`src/shared/seq_exit_pkg.sv`:
```
package seq_exit_pkg;

  ////////////////////////////////////////////////////////////////////////////
  // timing
  localparam int CLK_FREQ_MHZ   = 20;
  localparam int LOAD_TIME_US   = 20;
  localparam int TICK_US        = 10;
  localparam int CONV_TIME_US   = 500;
  localparam int LOAD_CYCLES    = LOAD_TIME_US * CLK_FREQ_MHZ;
  localparam int TICK_CYCLES    = TICK_US * CLK_FREQ_MHZ;
  localparam int CONV_CYCLES    = CONV_TIME_US * CLK_FREQ_MHZ;
  localparam int SEQ_DELAY_MIN_US = 10;
  localparam int SEQ_DELAY_MAX_MS = 400;
  localparam int TOUT_MIN_US      = 100;
  localparam int TOUT_MAX_MS      = 400;
  localparam logic [15:0] TOUT_MIN_TICKS = 16'(TOUT_MIN_US / TICK_US);
  localparam logic [15:0] DELAY_MAX_TICKS = 16'(SEQ_DELAY_MAX_MS * 1000 / TICK_US);

  ////////////////////////////////////////////////////////////////////////////
  // sizes
  localparam int NUM_STATES = 8;
  localparam int NUM_CHAN   = 8;
  localparam int TBL_STRIDE = 4;
  localparam int TBL_WORDS  = NUM_STATES * TBL_STRIDE;
  localparam int AVG_PASSES = 16;
  localparam int AVG_SHIFT  = 4;
  localparam int FAULT_HALF = 4;

  ////////////////////////////////////////////////////////////////////////////
  // register offsets (byte addresses)
  localparam logic [11:0] CTRL_OFS    = 12'h000;
  localparam logic [11:0] STATUS_OFS  = 12'h004;
  localparam logic [11:0] FAULT0_OFS  = 12'h008;
  localparam logic [11:0] FAULT1_OFS  = 12'h00C;
  localparam logic [11:0] SCAN_OFS    = 12'h010;
  localparam logic [11:0] WARN_OFS    = 12'h014;
  localparam logic [11:0] LIMIT_BASE  = 12'h020;
  localparam logic [11:0] RESULT_BASE = 12'h040;
  localparam logic [11:0] TBL_BASE    = 12'h100;
  localparam logic [11:0] TBL_END     = 12'h180;

  // field positions
  localparam int CTRL_JUMP_BIT   = 0;
  localparam int SCAN_EN_BIT     = 8;
  localparam int SCAN_CONT_BIT   = 9;
  localparam int SCAN_AVG_BIT    = 10;
  localparam int LIMIT_UPPER_BIT = 12;

  // sequence input select codes
  localparam logic [3:0] SEL_NONE = 4'h0;
  localparam logic [3:0] SEL_WARN = 4'h9;

  ////////////////////////////////////////////////////////////////////////////
  // types
  typedef struct packed {
    logic [4:0] spare;
    logic       tout_warn;
    logic       mon_warn;
    logic       tout_en;
    logic       scan_en;
    logic       latch_en;
    logic [2:0] tout_next;
    logic [2:0] mon_next;
    logic [2:0] seq_next;
    logic       seq_level;
    logic [3:0] seq_sel;
    logic [7:0] outputs;
  } state_cfg_type;

  typedef struct packed {
    logic        psel;
    logic        penable;
    logic        pwrite;
    logic [11:0] paddr;
    logic [31:0] pwdata;
  } apb_req_type;

  typedef struct packed {
    logic        pready;
    logic        pslverr;
    logic [31:0] prdata;
  } apb_rsp_type;

endpackage

```
`src/seq_exit_core.sv`:
```
`timescale 1ns/1ps
// Functional notes
// - sequence exit on selected input reaching level
// - sequence delay timer, 10 us to 400 ms
// - monitor exit on any masked input deviation
// - monitor exit has no delay
// - each state entry costs about 20 us load
// - timeout exit when sequence stalls too long
// - timeout per state, 100 us to 400 ms
// - outputs take state levels on entry
// - sticky fault bit per input, two registers
// - fault capture enabled per state
// - eight channels, unselected channels skipped
// - single pass or continuous scan
// - averaging runs the loop sixteen times
// - selected channels' results written together at cycle end
// - results are 12-bit unsigned codes
// - one limit per channel, upper or lower
// - warnings readable and fed to exits
// - scan started by host or state
// - about 500 us per selected channel
// - all warnings ORed into one signal
// - three exits, any state reachable
// - host jump forces sequence exit
module seq_exit_core
  import seq_exit_pkg::*;
#(
  parameter logic [15:0] CONV_CYC = 16'(CONV_CYCLES)
) (
  // clock and reset
  input  wire logic              sys_clk,
  input  wire logic              rst_b,
  // apb slave
  input  wire apb_req_type       apb_req,
  output apb_rsp_type            apb_rsp,
  // supply comparators and secondary monitors
  input  wire logic [7:0]        fault_comp_in,
  input  wire logic [3:0]        sec_warn_in,
  // converter
  input  wire logic [11:0]       adc_code,
  output logic [2:0]             adc_channel,
  output logic                   adc_busy,
  // state machine view
  output logic [7:0]             programmable_output_driver,
  output logic [2:0]             seq_state,
  output logic                   warning
);

  typedef struct packed {
    logic [TBL_WORDS-1:0][31:0]  tbl;
    logic [2:0]                  state;
    logic                        loading;
    logic [2:0]                  pend;
    logic [8:0]                  load_cnt;
    logic [7:0]                  tick_cnt;
    logic [15:0]                 seq_cnt;
    logic [15:0]                 tout_cnt;
    logic                        jump;
    logic [7:0]                  out_lvl;
    logic [7:0]                  fault;
    logic [7:0]                  scan_sel;
    logic                        scan_sw_en;
    logic                        scan_cont;
    logic                        scan_avg;
    logic                        scan_busy;
    logic [2:0]                  chan;
    logic [3:0]                  pass;
    logic [15:0]                 conv_cnt;
    logic [NUM_CHAN-1:0][15:0]   acc;
    logic [NUM_CHAN-1:0][11:0]   result;
    logic [NUM_CHAN-1:0][12:0]   limit;
    logic [7:0]                  chan_warn;
    logic                        warning;
    apb_rsp_type                 rsp;
  } core_type;

  core_type q;
  core_type d;

  ////////////////////////////////////////////////////////////////////////////
  function automatic state_cfg_type cfg_of(logic [TBL_WORDS-1:0][31:0] t, logic [2:0] s);
    cfg_of = state_cfg_type'(t[{s, 2'b00}]);
  endfunction

  function automatic logic [31:0] timing_of(logic [TBL_WORDS-1:0][31:0] t, logic [2:0] s);
    timing_of = t[{s, 2'b01}];
  endfunction

  // next selected channel after c; bit 3 set when the loop wraps
  function automatic logic [3:0] next_chan(logic [7:0] sel, logic [2:0] c);
    logic [3:0] r;
    logic [2:0] k;
    r = {1'b1, c};
    for (int i = 7; i >= 1; i--) begin
      k = 3'(c + 3'(i));
      if (sel[k]) begin
        r = {(k <= c), k};
      end
    end
    next_chan = r;
  endfunction

  function automatic logic limit_hit(logic [11:0] res, logic [12:0] lim);
    if (lim[LIMIT_UPPER_BIT]) begin
      limit_hit = res > lim[11:0];
    end else begin
      limit_hit = res < lim[11:0];
    end
  endfunction

  // word 3 of every state slot is a hole and stays unmapped
  function automatic logic tbl_hit(logic [11:0] adr);
    tbl_hit = (adr >= TBL_BASE) && (adr < TBL_END) && (adr[3:2] != 2'b11);
  endfunction

  function automatic logic lim_hit(logic [11:0] adr);
    lim_hit = (adr >= LIMIT_BASE) && (adr < RESULT_BASE);
  endfunction

  function automatic logic res_hit(logic [11:0] adr);
    res_hit = (adr >= RESULT_BASE) && (adr < RESULT_BASE + 12'h020);
  endfunction

  // masked departure of the comparators from the levels a state expects
  function automatic logic [7:0] deviation(logic [31:0] w, logic [7:0] lvl);
    deviation = (lvl ^ w[15:8]) & w[7:0];
  endfunction

  ////////////////////////////////////////////////////////////////////////////
  state_cfg_type cur;
  state_cfg_type nxt;
  logic [31:0]   cur_tim;
  logic [7:0]    deviate;
  logic          all_warn;
  logic          seq_cond;
  logic          mon_exit;
  logic          seq_exit;
  logic          tout_exit;
  logic          tick;
  logic          wr_fire;
  logic          rd_fire;
  logic          mapped;
  logic          scan_start;
  logic [3:0]    nc;
  logic [11:0]   a;
  logic [2:0]    tidx;
  logic [7:0]    fault_set;
  logic [7:0]    fault_clr;
  logic [11:0]   avg_res;
  logic [31:0]   rdat;
  logic [15:0]   sum;

  always_comb begin
    d = q;
    sum        = 16'h0000;
    avg_res    = 12'h000;
    nc         = 4'h0;
    a = apb_req.paddr;
    tidx = a[6:4];
    cur = cfg_of(q.tbl, q.state);
    nxt = cfg_of(q.tbl, q.pend);
    cur_tim = timing_of(q.tbl, q.state);
    tick = (q.tick_cnt == 8'(TICK_CYCLES - 1));
    all_warn = (|q.chan_warn) | (|sec_warn_in);
    deviate = deviation(q.tbl[{q.state, 2'b10}], fault_comp_in);

    // apb: access phase answered one cycle after it opens
    wr_fire = apb_req.psel & apb_req.penable & q.rsp.pready & apb_req.pwrite;
    rd_fire = apb_req.psel & apb_req.penable & ~q.rsp.pready;
    mapped = (a[1:0] == 2'b00) && ((a <= WARN_OFS) || lim_hit(a) || res_hit(a)
      || tbl_hit(a));

    ////////////////////////////////////////////////////////////////////////////
    // exit detectors
    d.tick_cnt = tick ? 8'h00 : 8'(q.tick_cnt + 8'h01);
    case (cur.seq_sel)
      SEL_NONE: seq_cond = 1'b0;
      SEL_WARN: seq_cond = all_warn ~^ cur.seq_level;
      default:  seq_cond = (cur.seq_sel <= 4'h8) && (fault_comp_in[3'(cur.seq_sel - 4'h1)] == cur.seq_level);
    endcase
    mon_exit  = (|deviate) | (cur.mon_warn & all_warn);
    seq_exit  = q.jump | (seq_cond && q.seq_cnt >= cur_tim[15:0]);
    tout_exit = cur.tout_en & ((q.tout_cnt >= cur_tim[31:16]) | (cur.tout_warn & all_warn));

    // delay timer only runs while the condition holds
    if (!seq_cond) begin
      d.seq_cnt = 16'h0000;
    end else if (tick && q.seq_cnt != 16'hFFFF) begin
      d.seq_cnt = q.seq_cnt + 16'h0001;
    end
    if (tick && q.tout_cnt != 16'hFFFF) begin
      d.tout_cnt = q.tout_cnt + 16'h0001;
    end

    ////////////////////////////////////////////////////////////////////////////
    // state machine
    // exits are ignored while a state loads; a pending jump waits
    scan_start = 1'b0;
    if (q.loading) begin
      d.load_cnt = 9'(q.load_cnt + 9'h001);
      if (q.load_cnt == 9'(LOAD_CYCLES - 1)) begin
        d.loading  = 1'b0;
        d.state    = q.pend;
        d.out_lvl  = nxt.outputs;
        d.seq_cnt  = 16'h0000;
        d.tout_cnt = 16'h0000;
        scan_start = nxt.scan_en;
      end
    end else if (mon_exit) begin
      d.loading = 1'b1;
      d.pend    = cur.mon_next;
    end else if (seq_exit) begin
      d.loading = 1'b1;
      d.pend    = cur.seq_next;
      d.jump    = 1'b0;
    end else if (tout_exit) begin
      d.loading = 1'b1;
      d.pend    = cur.tout_next;
    end
    if (d.loading && !q.loading) begin
      d.load_cnt = 9'h000;
    end

    ////////////////////////////////////////////////////////////////////////////
    // fault latch, capture wins over clear
    fault_set = (cur.latch_en && !q.loading) ? deviate : 8'h00;
    fault_clr = 8'h00;
    if (wr_fire && a == FAULT0_OFS) begin
      fault_clr[FAULT_HALF-1:0] = apb_req.pwdata[FAULT_HALF-1:0];
    end
    if (wr_fire && a == FAULT1_OFS) begin
      fault_clr[7:FAULT_HALF] = apb_req.pwdata[FAULT_HALF-1:0];
    end
    d.fault = (q.fault & ~fault_clr) | fault_set;

    ////////////////////////////////////////////////////////////////////////////
    // round-robin scan
    if (q.scan_busy) begin
      d.conv_cnt = q.conv_cnt + 16'h0001;
      if (q.conv_cnt == CONV_CYC - 16'h0001) begin
        d.conv_cnt = 16'h0000;
        sum = (q.pass == 4'h0) ? {4'h0, adc_code} : 16'(q.acc[q.chan] + {4'h0, adc_code});
        d.acc[q.chan] = sum;
        nc = next_chan(q.scan_sel, q.chan);
        d.chan = nc[2:0];
        if (nc[3]) begin
          if (q.scan_avg && q.pass != 4'(AVG_PASSES - 1)) begin
            d.pass = q.pass + 4'h1;
          end else begin
            d.pass = 4'h0;
            for (int i = 0; i < NUM_CHAN; i++) begin
              avg_res = q.scan_avg ? 12'(d.acc[i] >> AVG_SHIFT) : d.acc[i][11:0];
              if (q.scan_sel[i]) begin
                d.result[i] = avg_res;
                d.chan_warn[i] = limit_hit(avg_res, q.limit[i]);
              end
            end
            if (!q.scan_cont || !(q.scan_sw_en || cur.scan_en)) begin
              d.scan_busy  = 1'b0;
              d.scan_sw_en = 1'b0;
            end
          end
        end
      end
    end

    ////////////////////////////////////////////////////////////////////////////
    // register writes
    // unaligned or unmapped words change nothing
    if (wr_fire && mapped) begin
      if (a == CTRL_OFS && apb_req.pwdata[CTRL_JUMP_BIT]) begin
        d.jump = 1'b1;
      end
      if (a == SCAN_OFS) begin
        d.scan_sel  = apb_req.pwdata[7:0];
        d.scan_cont = apb_req.pwdata[SCAN_CONT_BIT];
        d.scan_avg  = apb_req.pwdata[SCAN_AVG_BIT];
        if (apb_req.pwdata[SCAN_EN_BIT]) begin
          d.scan_sw_en = 1'b1;
          scan_start = 1'b1;
        end
      end
      if (lim_hit(a)) begin
        d.limit[a[4:2]] = apb_req.pwdata[12:0];
      end
      if (tbl_hit(a)) begin
        d.tbl[{tidx, a[3:2]}] = apb_req.pwdata;
      end
    end
    // a scan already running is not restarted; empty selection never starts
    if (scan_start && !q.scan_busy && d.scan_sel != 8'h00) begin
      nc = next_chan(d.scan_sel, 3'h7);
      d.scan_busy = 1'b1;
      d.chan      = nc[2:0];
      d.pass      = 4'h0;
      d.conv_cnt  = 16'h0000;
    end
    d.warning = (|d.chan_warn) | (|sec_warn_in);

    ////////////////////////////////////////////////////////////////////////////
    // register reads
    rdat = 32'h0000_0000;
    if (a == CTRL_OFS || a == STATUS_OFS) begin
      rdat = {26'h0, q.warning, q.scan_busy, q.loading, q.state};
    end else if (a == FAULT0_OFS) begin
      rdat = {28'h0, q.fault[FAULT_HALF-1:0]};
    end else if (a == FAULT1_OFS) begin
      rdat = {28'h0, q.fault[7:FAULT_HALF]};
    end else if (a == SCAN_OFS) begin
      rdat = {21'h0, q.scan_avg, q.scan_cont, q.scan_sw_en, q.scan_sel};
    end else if (a == WARN_OFS) begin
      rdat = {20'h0, sec_warn_in, q.chan_warn};
    end else if (lim_hit(a)) begin
      rdat = {19'h0, q.limit[a[4:2]]};
    end else if (res_hit(a)) begin
      rdat = {20'h0, q.result[a[4:2]]};
    end else if (tbl_hit(a)) begin
      rdat = q.tbl[{tidx, a[3:2]}];
    end
    d.rsp.pready  = rd_fire;
    d.rsp.pslverr = rd_fire & ~mapped;
    d.rsp.prdata  = (rd_fire && mapped && !apb_req.pwrite) ? rdat : 32'h0000_0000;
  end

  ////////////////////////////////////////////////////////////////////////////
  always_ff @(posedge sys_clk) begin
    if (!rst_b) begin
      q <= '0;
    end else begin
      q <= d;
    end
  end

  assign apb_rsp                    = q.rsp;
  assign adc_channel                = q.chan;
  assign adc_busy                   = q.scan_busy;
  assign programmable_output_driver = q.out_lvl;
  assign seq_state                  = q.state;
  assign warning                    = q.warning;

endmodule

```
`config.mk`:
```
export PLATFORM = sky130hd
export DESIGN_NAME = seq_exit_core
export DESIGN_NICKNAME = d
export VERILOG_FILES = /design/src/shared/seq_exit_pkg.sv /design/src/seq_exit_core.sv
export SDC_FILE = /design/constraint.sdc
export NUM_CORES = 2
export LEC_CHECK = 0
export BUFFER_PORTS_ARGS = -buffer_cell sky130_fd_sc_hd__buf_2
export CELL_PAD_IN_SITES_DETAIL_PLACEMENT = 0
export CELL_PAD_IN_SITES_GLOBAL_PLACEMENT = 2
export CORE_AREA = 5 5 431 433
export DETAILED_ROUTE_END_ITERATION = 7
export DIE_AREA = 0 0 436 438
export GPL_TIMING_DRIVEN = 0
export PLACE_DENSITY_LB_ADDON = 0.12
export RECOVER_POWER = 25
export SKIP_CTS_REPAIR_TIMING = 1
export SYNTH_ARGS = -nofsm -noshare
export SYNTH_HDL_FRONTEND = slang
export SYNTH_SLANG_ARGS = --single-unit
```
`constraint.sdc`:
```
create_clock -name sys_clk -period 9.3 [get_ports sys_clk]
set_clock_uncertainty 0.15 [all_clocks]
set_input_delay 0.465 -clock sys_clk [delete_from_list [all_inputs] [get_ports sys_clk]]
set_output_delay 0.465 -clock sys_clk [all_outputs]
set_load 0.05 [all_outputs]
```
# Yosys cells after proc, flatten, opt, wreduce, memory -nomap -nowiden
# Cells that the tools add are included.
# Widths: inputs -> output; s select.
# word_totals
wordCells	404
regBits	1503
in_bits	73
# op_classes
n_reduce_logical	71
mux	144
addsub	15
n_eq_ne	14
bitwise	26
magnitude_cmp	51
# ops
cell	n
$bwmux 1024	1
$mux 248	2
$bmux 32 s3	4
$mux 12	18
$mux 96	2
$bmux 32 s5	1
$demux 32 s5	1
$mux 32	5
$bwmux 128	1
$mux 16	7
$bwmux 104	1
$gt 12x12->1	8
$lt 12x12->1	8
$mux 13	5
$mux 4	16
$add 16x1->16 const B	3
$bmux 16 s3	1
$demux 16 s3	1
$mux 24	2
$mux 1	46
$lt 3x4->1 const B	10
$mux 8	5
$reduce_and 5->1	8
$bmux 13 s3	1
65 further kinds	164

# Depth between registers and ports, before layout
# depth
ltp_word	26
ltp_mapped	30
mapped_depth_nobuf	23

# Worst setup path after synthesis
# No wires, ideal clock.
# synth_timing
kind	flip-flop to flip-flop
startpoint	register q, in the netlist adc_channel[0]
endpoint	register q, in the netlist warning
arrival_ns	7.138
path_slack_ns	1.887
path_buffers	7
required_time_ns	9.025
path_stages_with_launch	28
synth_period_minus_slack_ns	7.413
path_cell_list	dfxtp_1 buf_6 buf_8 buf_2 clkbuf_1 buf_1 buf_1 mux4_2 nand2_1 nand2_1 ha_1 a21o_1 a21oi_1 o21ai_0 a31oi_1 or4b_2 a41oi_1 clkbuf_1 mux4_2 ha_1 a21o_1 a21o_1 a21oi_1 nor2_1 a2111oi_0 mux2i_1 mux2_1 o41a_1
# synth_between
elab_chain_len	17
word_cells_on_any_way	93
# synth_lines
element	line_no	rtl
start: declaration	seq_exit_core.sv:77	core_type q;
start signal: assignment	seq_exit_core.sv:328	q <= '0;
start signal: assignment	seq_exit_core.sv:330	q <= d;
parallel branches: the longest is 12 deep, another holds $add 16x12->16	-	
$mux 8 *	seq_exit_core.sv:246	if (nc[3]) begin
$mux 8 *	seq_exit_core.sv:240	if (q.conv_cnt == CONV_CYC - 16'h0001) begin
$mux 8 *	seq_exit_core.sv:238	if (q.scan_busy) begin
$reduce_or 8->1 *	seq_exit_core.sv:298	d.warning = (|d.chan_warn) | (|sec_warn_in);
$or 1x1->1 *	seq_exit_core.sv:298	
# Every way passes the cells marked *. The select of a mux whose other input is x is not followed.
# A chain may end at the register's enable or synchronous reset.

# Worst setup path after layout
# layout_timing
startpoint	register q, in the netlist seq_state[1]
endpoint	register q[471] in the netlist's numbering
# layout_between
elab_chain_len	15
word_cells_on_any_way	34
# layout_lines
element	line_no	rtl
$bmux 32 s3	seq_exit_core.sv:82	cfg_of = state_cfg_type'(t[{s, 2'b00}]);
$mux 27 (implied by the code)	seq_exit_core.sv:82	
$sub 3x1->3	seq_exit_core.sv:179	default: seq_cond = (cur.seq_sel <= 4'h8) && (fault_comp_in[3'(cur.seq_sel - 4'h1)] == cur.seq_level);
$bmux 1 s3	seq_exit_core.sv:179	
$mux 1 (implied by the code)	seq_exit_core.sv:179	
$eq 1x1->1	seq_exit_core.sv:179	
$logic_and 1x1->1	seq_exit_core.sv:179	
$pmux 1 s2	seq_exit_core.sv:176	case (cur.seq_sel)
$logic_and 1x1->1	seq_exit_core.sv:182	seq_exit = q.jump | (seq_cond && q.seq_cnt >= cur_tim[15:0]);
$or 1x1->1	seq_exit_core.sv:182	
$mux 4	seq_exit_core.sv:212	end else if (seq_exit) begin
$mux 4 *	seq_exit_core.sv:209	end else if (mon_exit) begin
$mux 1 *	seq_exit_core.sv:199	if (q.loading) begin
$logic_and 1x1->1 *	seq_exit_core.sv:220	if (d.loading && !q.loading) begin
$reduce_or 2->1 (no line) *	-	
# Mark *: on every way between the ends. The rest lies on a longest branch, timed or not. The select of a mux whose other input is x is not followed.

==> results.json <==
{
  "status": "complete, but fails checks",
  "failed_checks": "max-capacitance violations, max-slew violations, negative setup slack",
  "drt_iter0_drc": 10800,
  "fin_nets": 8722,
  "syn_area_um2": 73900,
  "yosys.area.top_type_share": 0.407,
  "ys_warn_count": 0,
  "setup_viol": 13,
  "clk_latency_ps": 860,
  "synth.distinct_cells": 90,
  "power.internal_mw": 10.6,
  "pin_count": 123,
  "drive_gt1_frac": 0.133,
  "synth_fa_ha_area_frac": 0.0275,
  "grt_pass1_wl_mm": 561,
  "fin_crit_ps": 9650,
  "synth-compound-area-share": 0.128,
  "fp.dieArea_um2": 191000,
  "synth.top_cells.by_area": "dfxtp_1 (41%), mux4_2 (16%), nand2_1 (9.7%), a21oi_1 (6.9%), mux2i_1 (3.1%)",
  "dpl_worst_slack_ps": -1220,
  "synth-edff-count": 0,
  "grt_pass1_vias": 64900,
  "switchingPower_mw": 3.73,
  "async_flop_share": 0,
  "seq_area_frac_synth": 0.407,
  "rsz0062_at_grt": "no",
  "hold_path_class": "in2reg",
  "fmax_ghz": 0.104,
  "m1WireLength_mm": 160,
  "io_buffer_count": 113,
  "seqPwrFrac": 0.448,
  "cts_sinks": 1503,
  "synth-simple-area-share": 0.179,
  "vias": 71500,
  "wire_per_inst_um": 38.4,
  "antenna_left": 0,
  "die_w_um": 436,
  "grt_remaining_overflow": 0,
  "clk_pin_slew_ps": 60,
  "slew_headroom": -0.444,
  "max-vdd-ir-drop_v": 0.000133,
  "placed_area_um2": 77800,
  "synth-seq-cells": 1503,
  "end_kind": "flip-flop",
  "antenna_found_initial": 31,
  "htreeDepth": 4,
  "first_pass_iters": 7,
  "yosys_most_used_dff": "dfxtp_1",
  "crit_fanout": 10,
  "cp.arrival_ps": 10230,
  "synth_area_leader_cell": "dfxtp_1",
  "wl_met2_mm": 176,
  "worst-setup-path-type": "reg2reg",
  "muxShareOfSynthArea": 0.199,
  "hold_viol": 0,
  "syn_to_final_growth_pct": 13.5,
  "p_comb_frac": 0.060,
  "cts_buffer_depth": 3,
  "routed.top_layer": "met5",
  "swShare": 0.259,
  "avgSynthCellArea_um2": 9.06,
  "drc": 0,
  "rows": 157,
  "cts_root_buffer": "clkbuf_16",
  "final_cell_area_um2": 83900,
  "dieHeight_um": 438,
  "grt_use_total": 0.427,
  "hpwl_mm": 319,
  "cts_tree": "yes",
  "grt_start_max_net_pins": 17,
  "tightest_slew_ps": 2140,
  "setup_ws_ps": -352,
  "synth_fp_nets": 8391,
  "power_density_nw_per_um2": 171,
  "synth_cells": 8156,
  "period_share": 1.04,
  "slew_violations": 211,
  "numCtsBuffers": 172,
  "core-area_um2": 182000,
  "dr_wl_met3_mm": 51.1,
  "viasPerCell": 6.49,
  "wl_mm": 424,
  "crit_path_start_kind": "flip-flop",
  "synth_xor_xnor_area_share": 0.00960,
  "maxCapViolCount": 28,
  "crit_required_ps": 9880,
  "p_leak_nw": 28.6,
  "power_mw": 14.4,
  "gp_congestion": 1.05,
  "synth_top_family_by_area": "multiplexers",
  "start_util": 0.406,
  "clockPowerShare": 0.492
}
area by class of cell:
class                      instances  area, um^2
fill                           17900       97800
multi-input combinational       5757       40300
sequential                      1503       30100
clock buffer                     257        5180
buffer                           746        3180
tap                             2385        2980
timing repair buffer             158        1000
inverter                         149         559
clock inverter                    55         537
antenna                           12        30.0
flip-flops by register name, summed over array words and instances (netlist names):
name / count
adc_channel: 3
apb_rsp: 34
programmable_output_driver: 8
q: 1453
adc_busy: 1
seq_state: 3
warning: 1
layout by cell type, fill, tap and decap left out, drive strengths merged, types with 113 or more instances in the layout:
cell type / Yosys / layout
clkbuf: 579 / 892
mux4: 531 / 531
nand2: 1909 / 1909
a21oi: 1011 / 1011
nor2: 543 / 543
dfxtp: 1503 / 1503
buf: 168 / 242
inv: 147 / 153
ha: 161 / 161
and2: 281 / 281
a211oi: 113 / 113
mux2i: 233 / 233
worst paths after layout:
| check | slack, ps | depth (start not counted) | start | to |
|---|---|---|---|---|
| min reg2reg | 300 | 1 | q[455]$_SDFF_PP0_ | q[455]$_SDFF_PP0_ |
| max | -350 | 20 | seq_state[1]$_SDFFE_PN0P_ | q[471]$_SDFFE_PP0P_ |
| max reg2reg | -350 | 20 | seq_state[1]$_SDFFE_PN0P_ | q[471]$_SDFFE_PP0P_ |
| min | 20 | 3 | adc_code[5] | q[328]$_SDFFE_PN0P_ |
per-stage QoR:
stage	setup TNS (ps)	cells	hold slack [ps]	util
2_1_floorplan	0	8156	263	-
3_3_place_gp	-26620	10700	274	0.426
3_5_place_dp	-6110	10700	288	0.428
4_1_cts	-6470	11000	-294	0.460
5_1_grt	0	11000	22.5	0.461
6_report	-4010	11000	21.2	0.462
power groups by stage:
stage,logic (mW),registers (mW),clock network (mW)
after floorplan,0.321,6.58,0
after global placement,0.788,6.58,0
after detailed placement,0.796,6.58,0
after CTS,0.797,6.44,7.06
after global routing,0.833,6.44,7.32
final,0.859,6.44,7.08
cells in the mapped netlist, types with 16 or more instances:
cell and n:
nand2_1 1909, dfxtp_1 1503, a21oi_1 1011, clkbuf_1 579, nor2_1 541, mux4_2 531, and2_1 279, mux2i_1 229
ha_1 161, inv_1 146, a211oi_1 113, o21ai_0 101, nand3_1 98, nor3_1 70, buf_1 59, buf_2 57
a22oi_1 54, a31oi_1 54, buf_4 49, xnor2_1 47, nand4_1 44, a21o_1 40, and3_1 34, xor2_1 34
a221oi_1 31, mux2_2 31, o22ai_1 26, nor4_1 25, nand2b_1 22, nor2b_1 20, o32ai_1 18, a22o_1 17
o31ai_1 16
per-layer routing:
| layer | GRT usage | up-vias |
|---|---|---|
| li1 | - | 29200 |
| met1 | 0.539 | 35500 |
| met2 | 0.623 | 5340 |
| met3 | 0.136 | 1386 |
| met4 | 0.291 | 12 |
| met5 | 0.00428 | - |
critical path, stage by stage (launching register included):
cell             delay [ps]
dfxtp_1                 510
buf_2                   510
buf_1                   700
buf_2                   780
buf_2                   470
clkdlybuf4s15_1         790
buf_2                   750
clkbuf_2                790
mux4_2                  510
mux2i_1                 600
ha_1                    300
nor2_1                   50
o21a_1                  100
o21ai_0                 390
a211oi_1                200
nor3b_1                 360
mux2i_4                 200
a41oi_2                 660
nand2b_1                280
buf_2                   260
nor2_1                   70
cells by family after synthesis:
kind of cell / after synthesis
compound gates: 1610
xor+xnor: 81
fa+ha+maj: 162
buf+inv: 896
flops: 1503
mux: 798
simple gates: 3106
(Power assumes the default switching activity.)
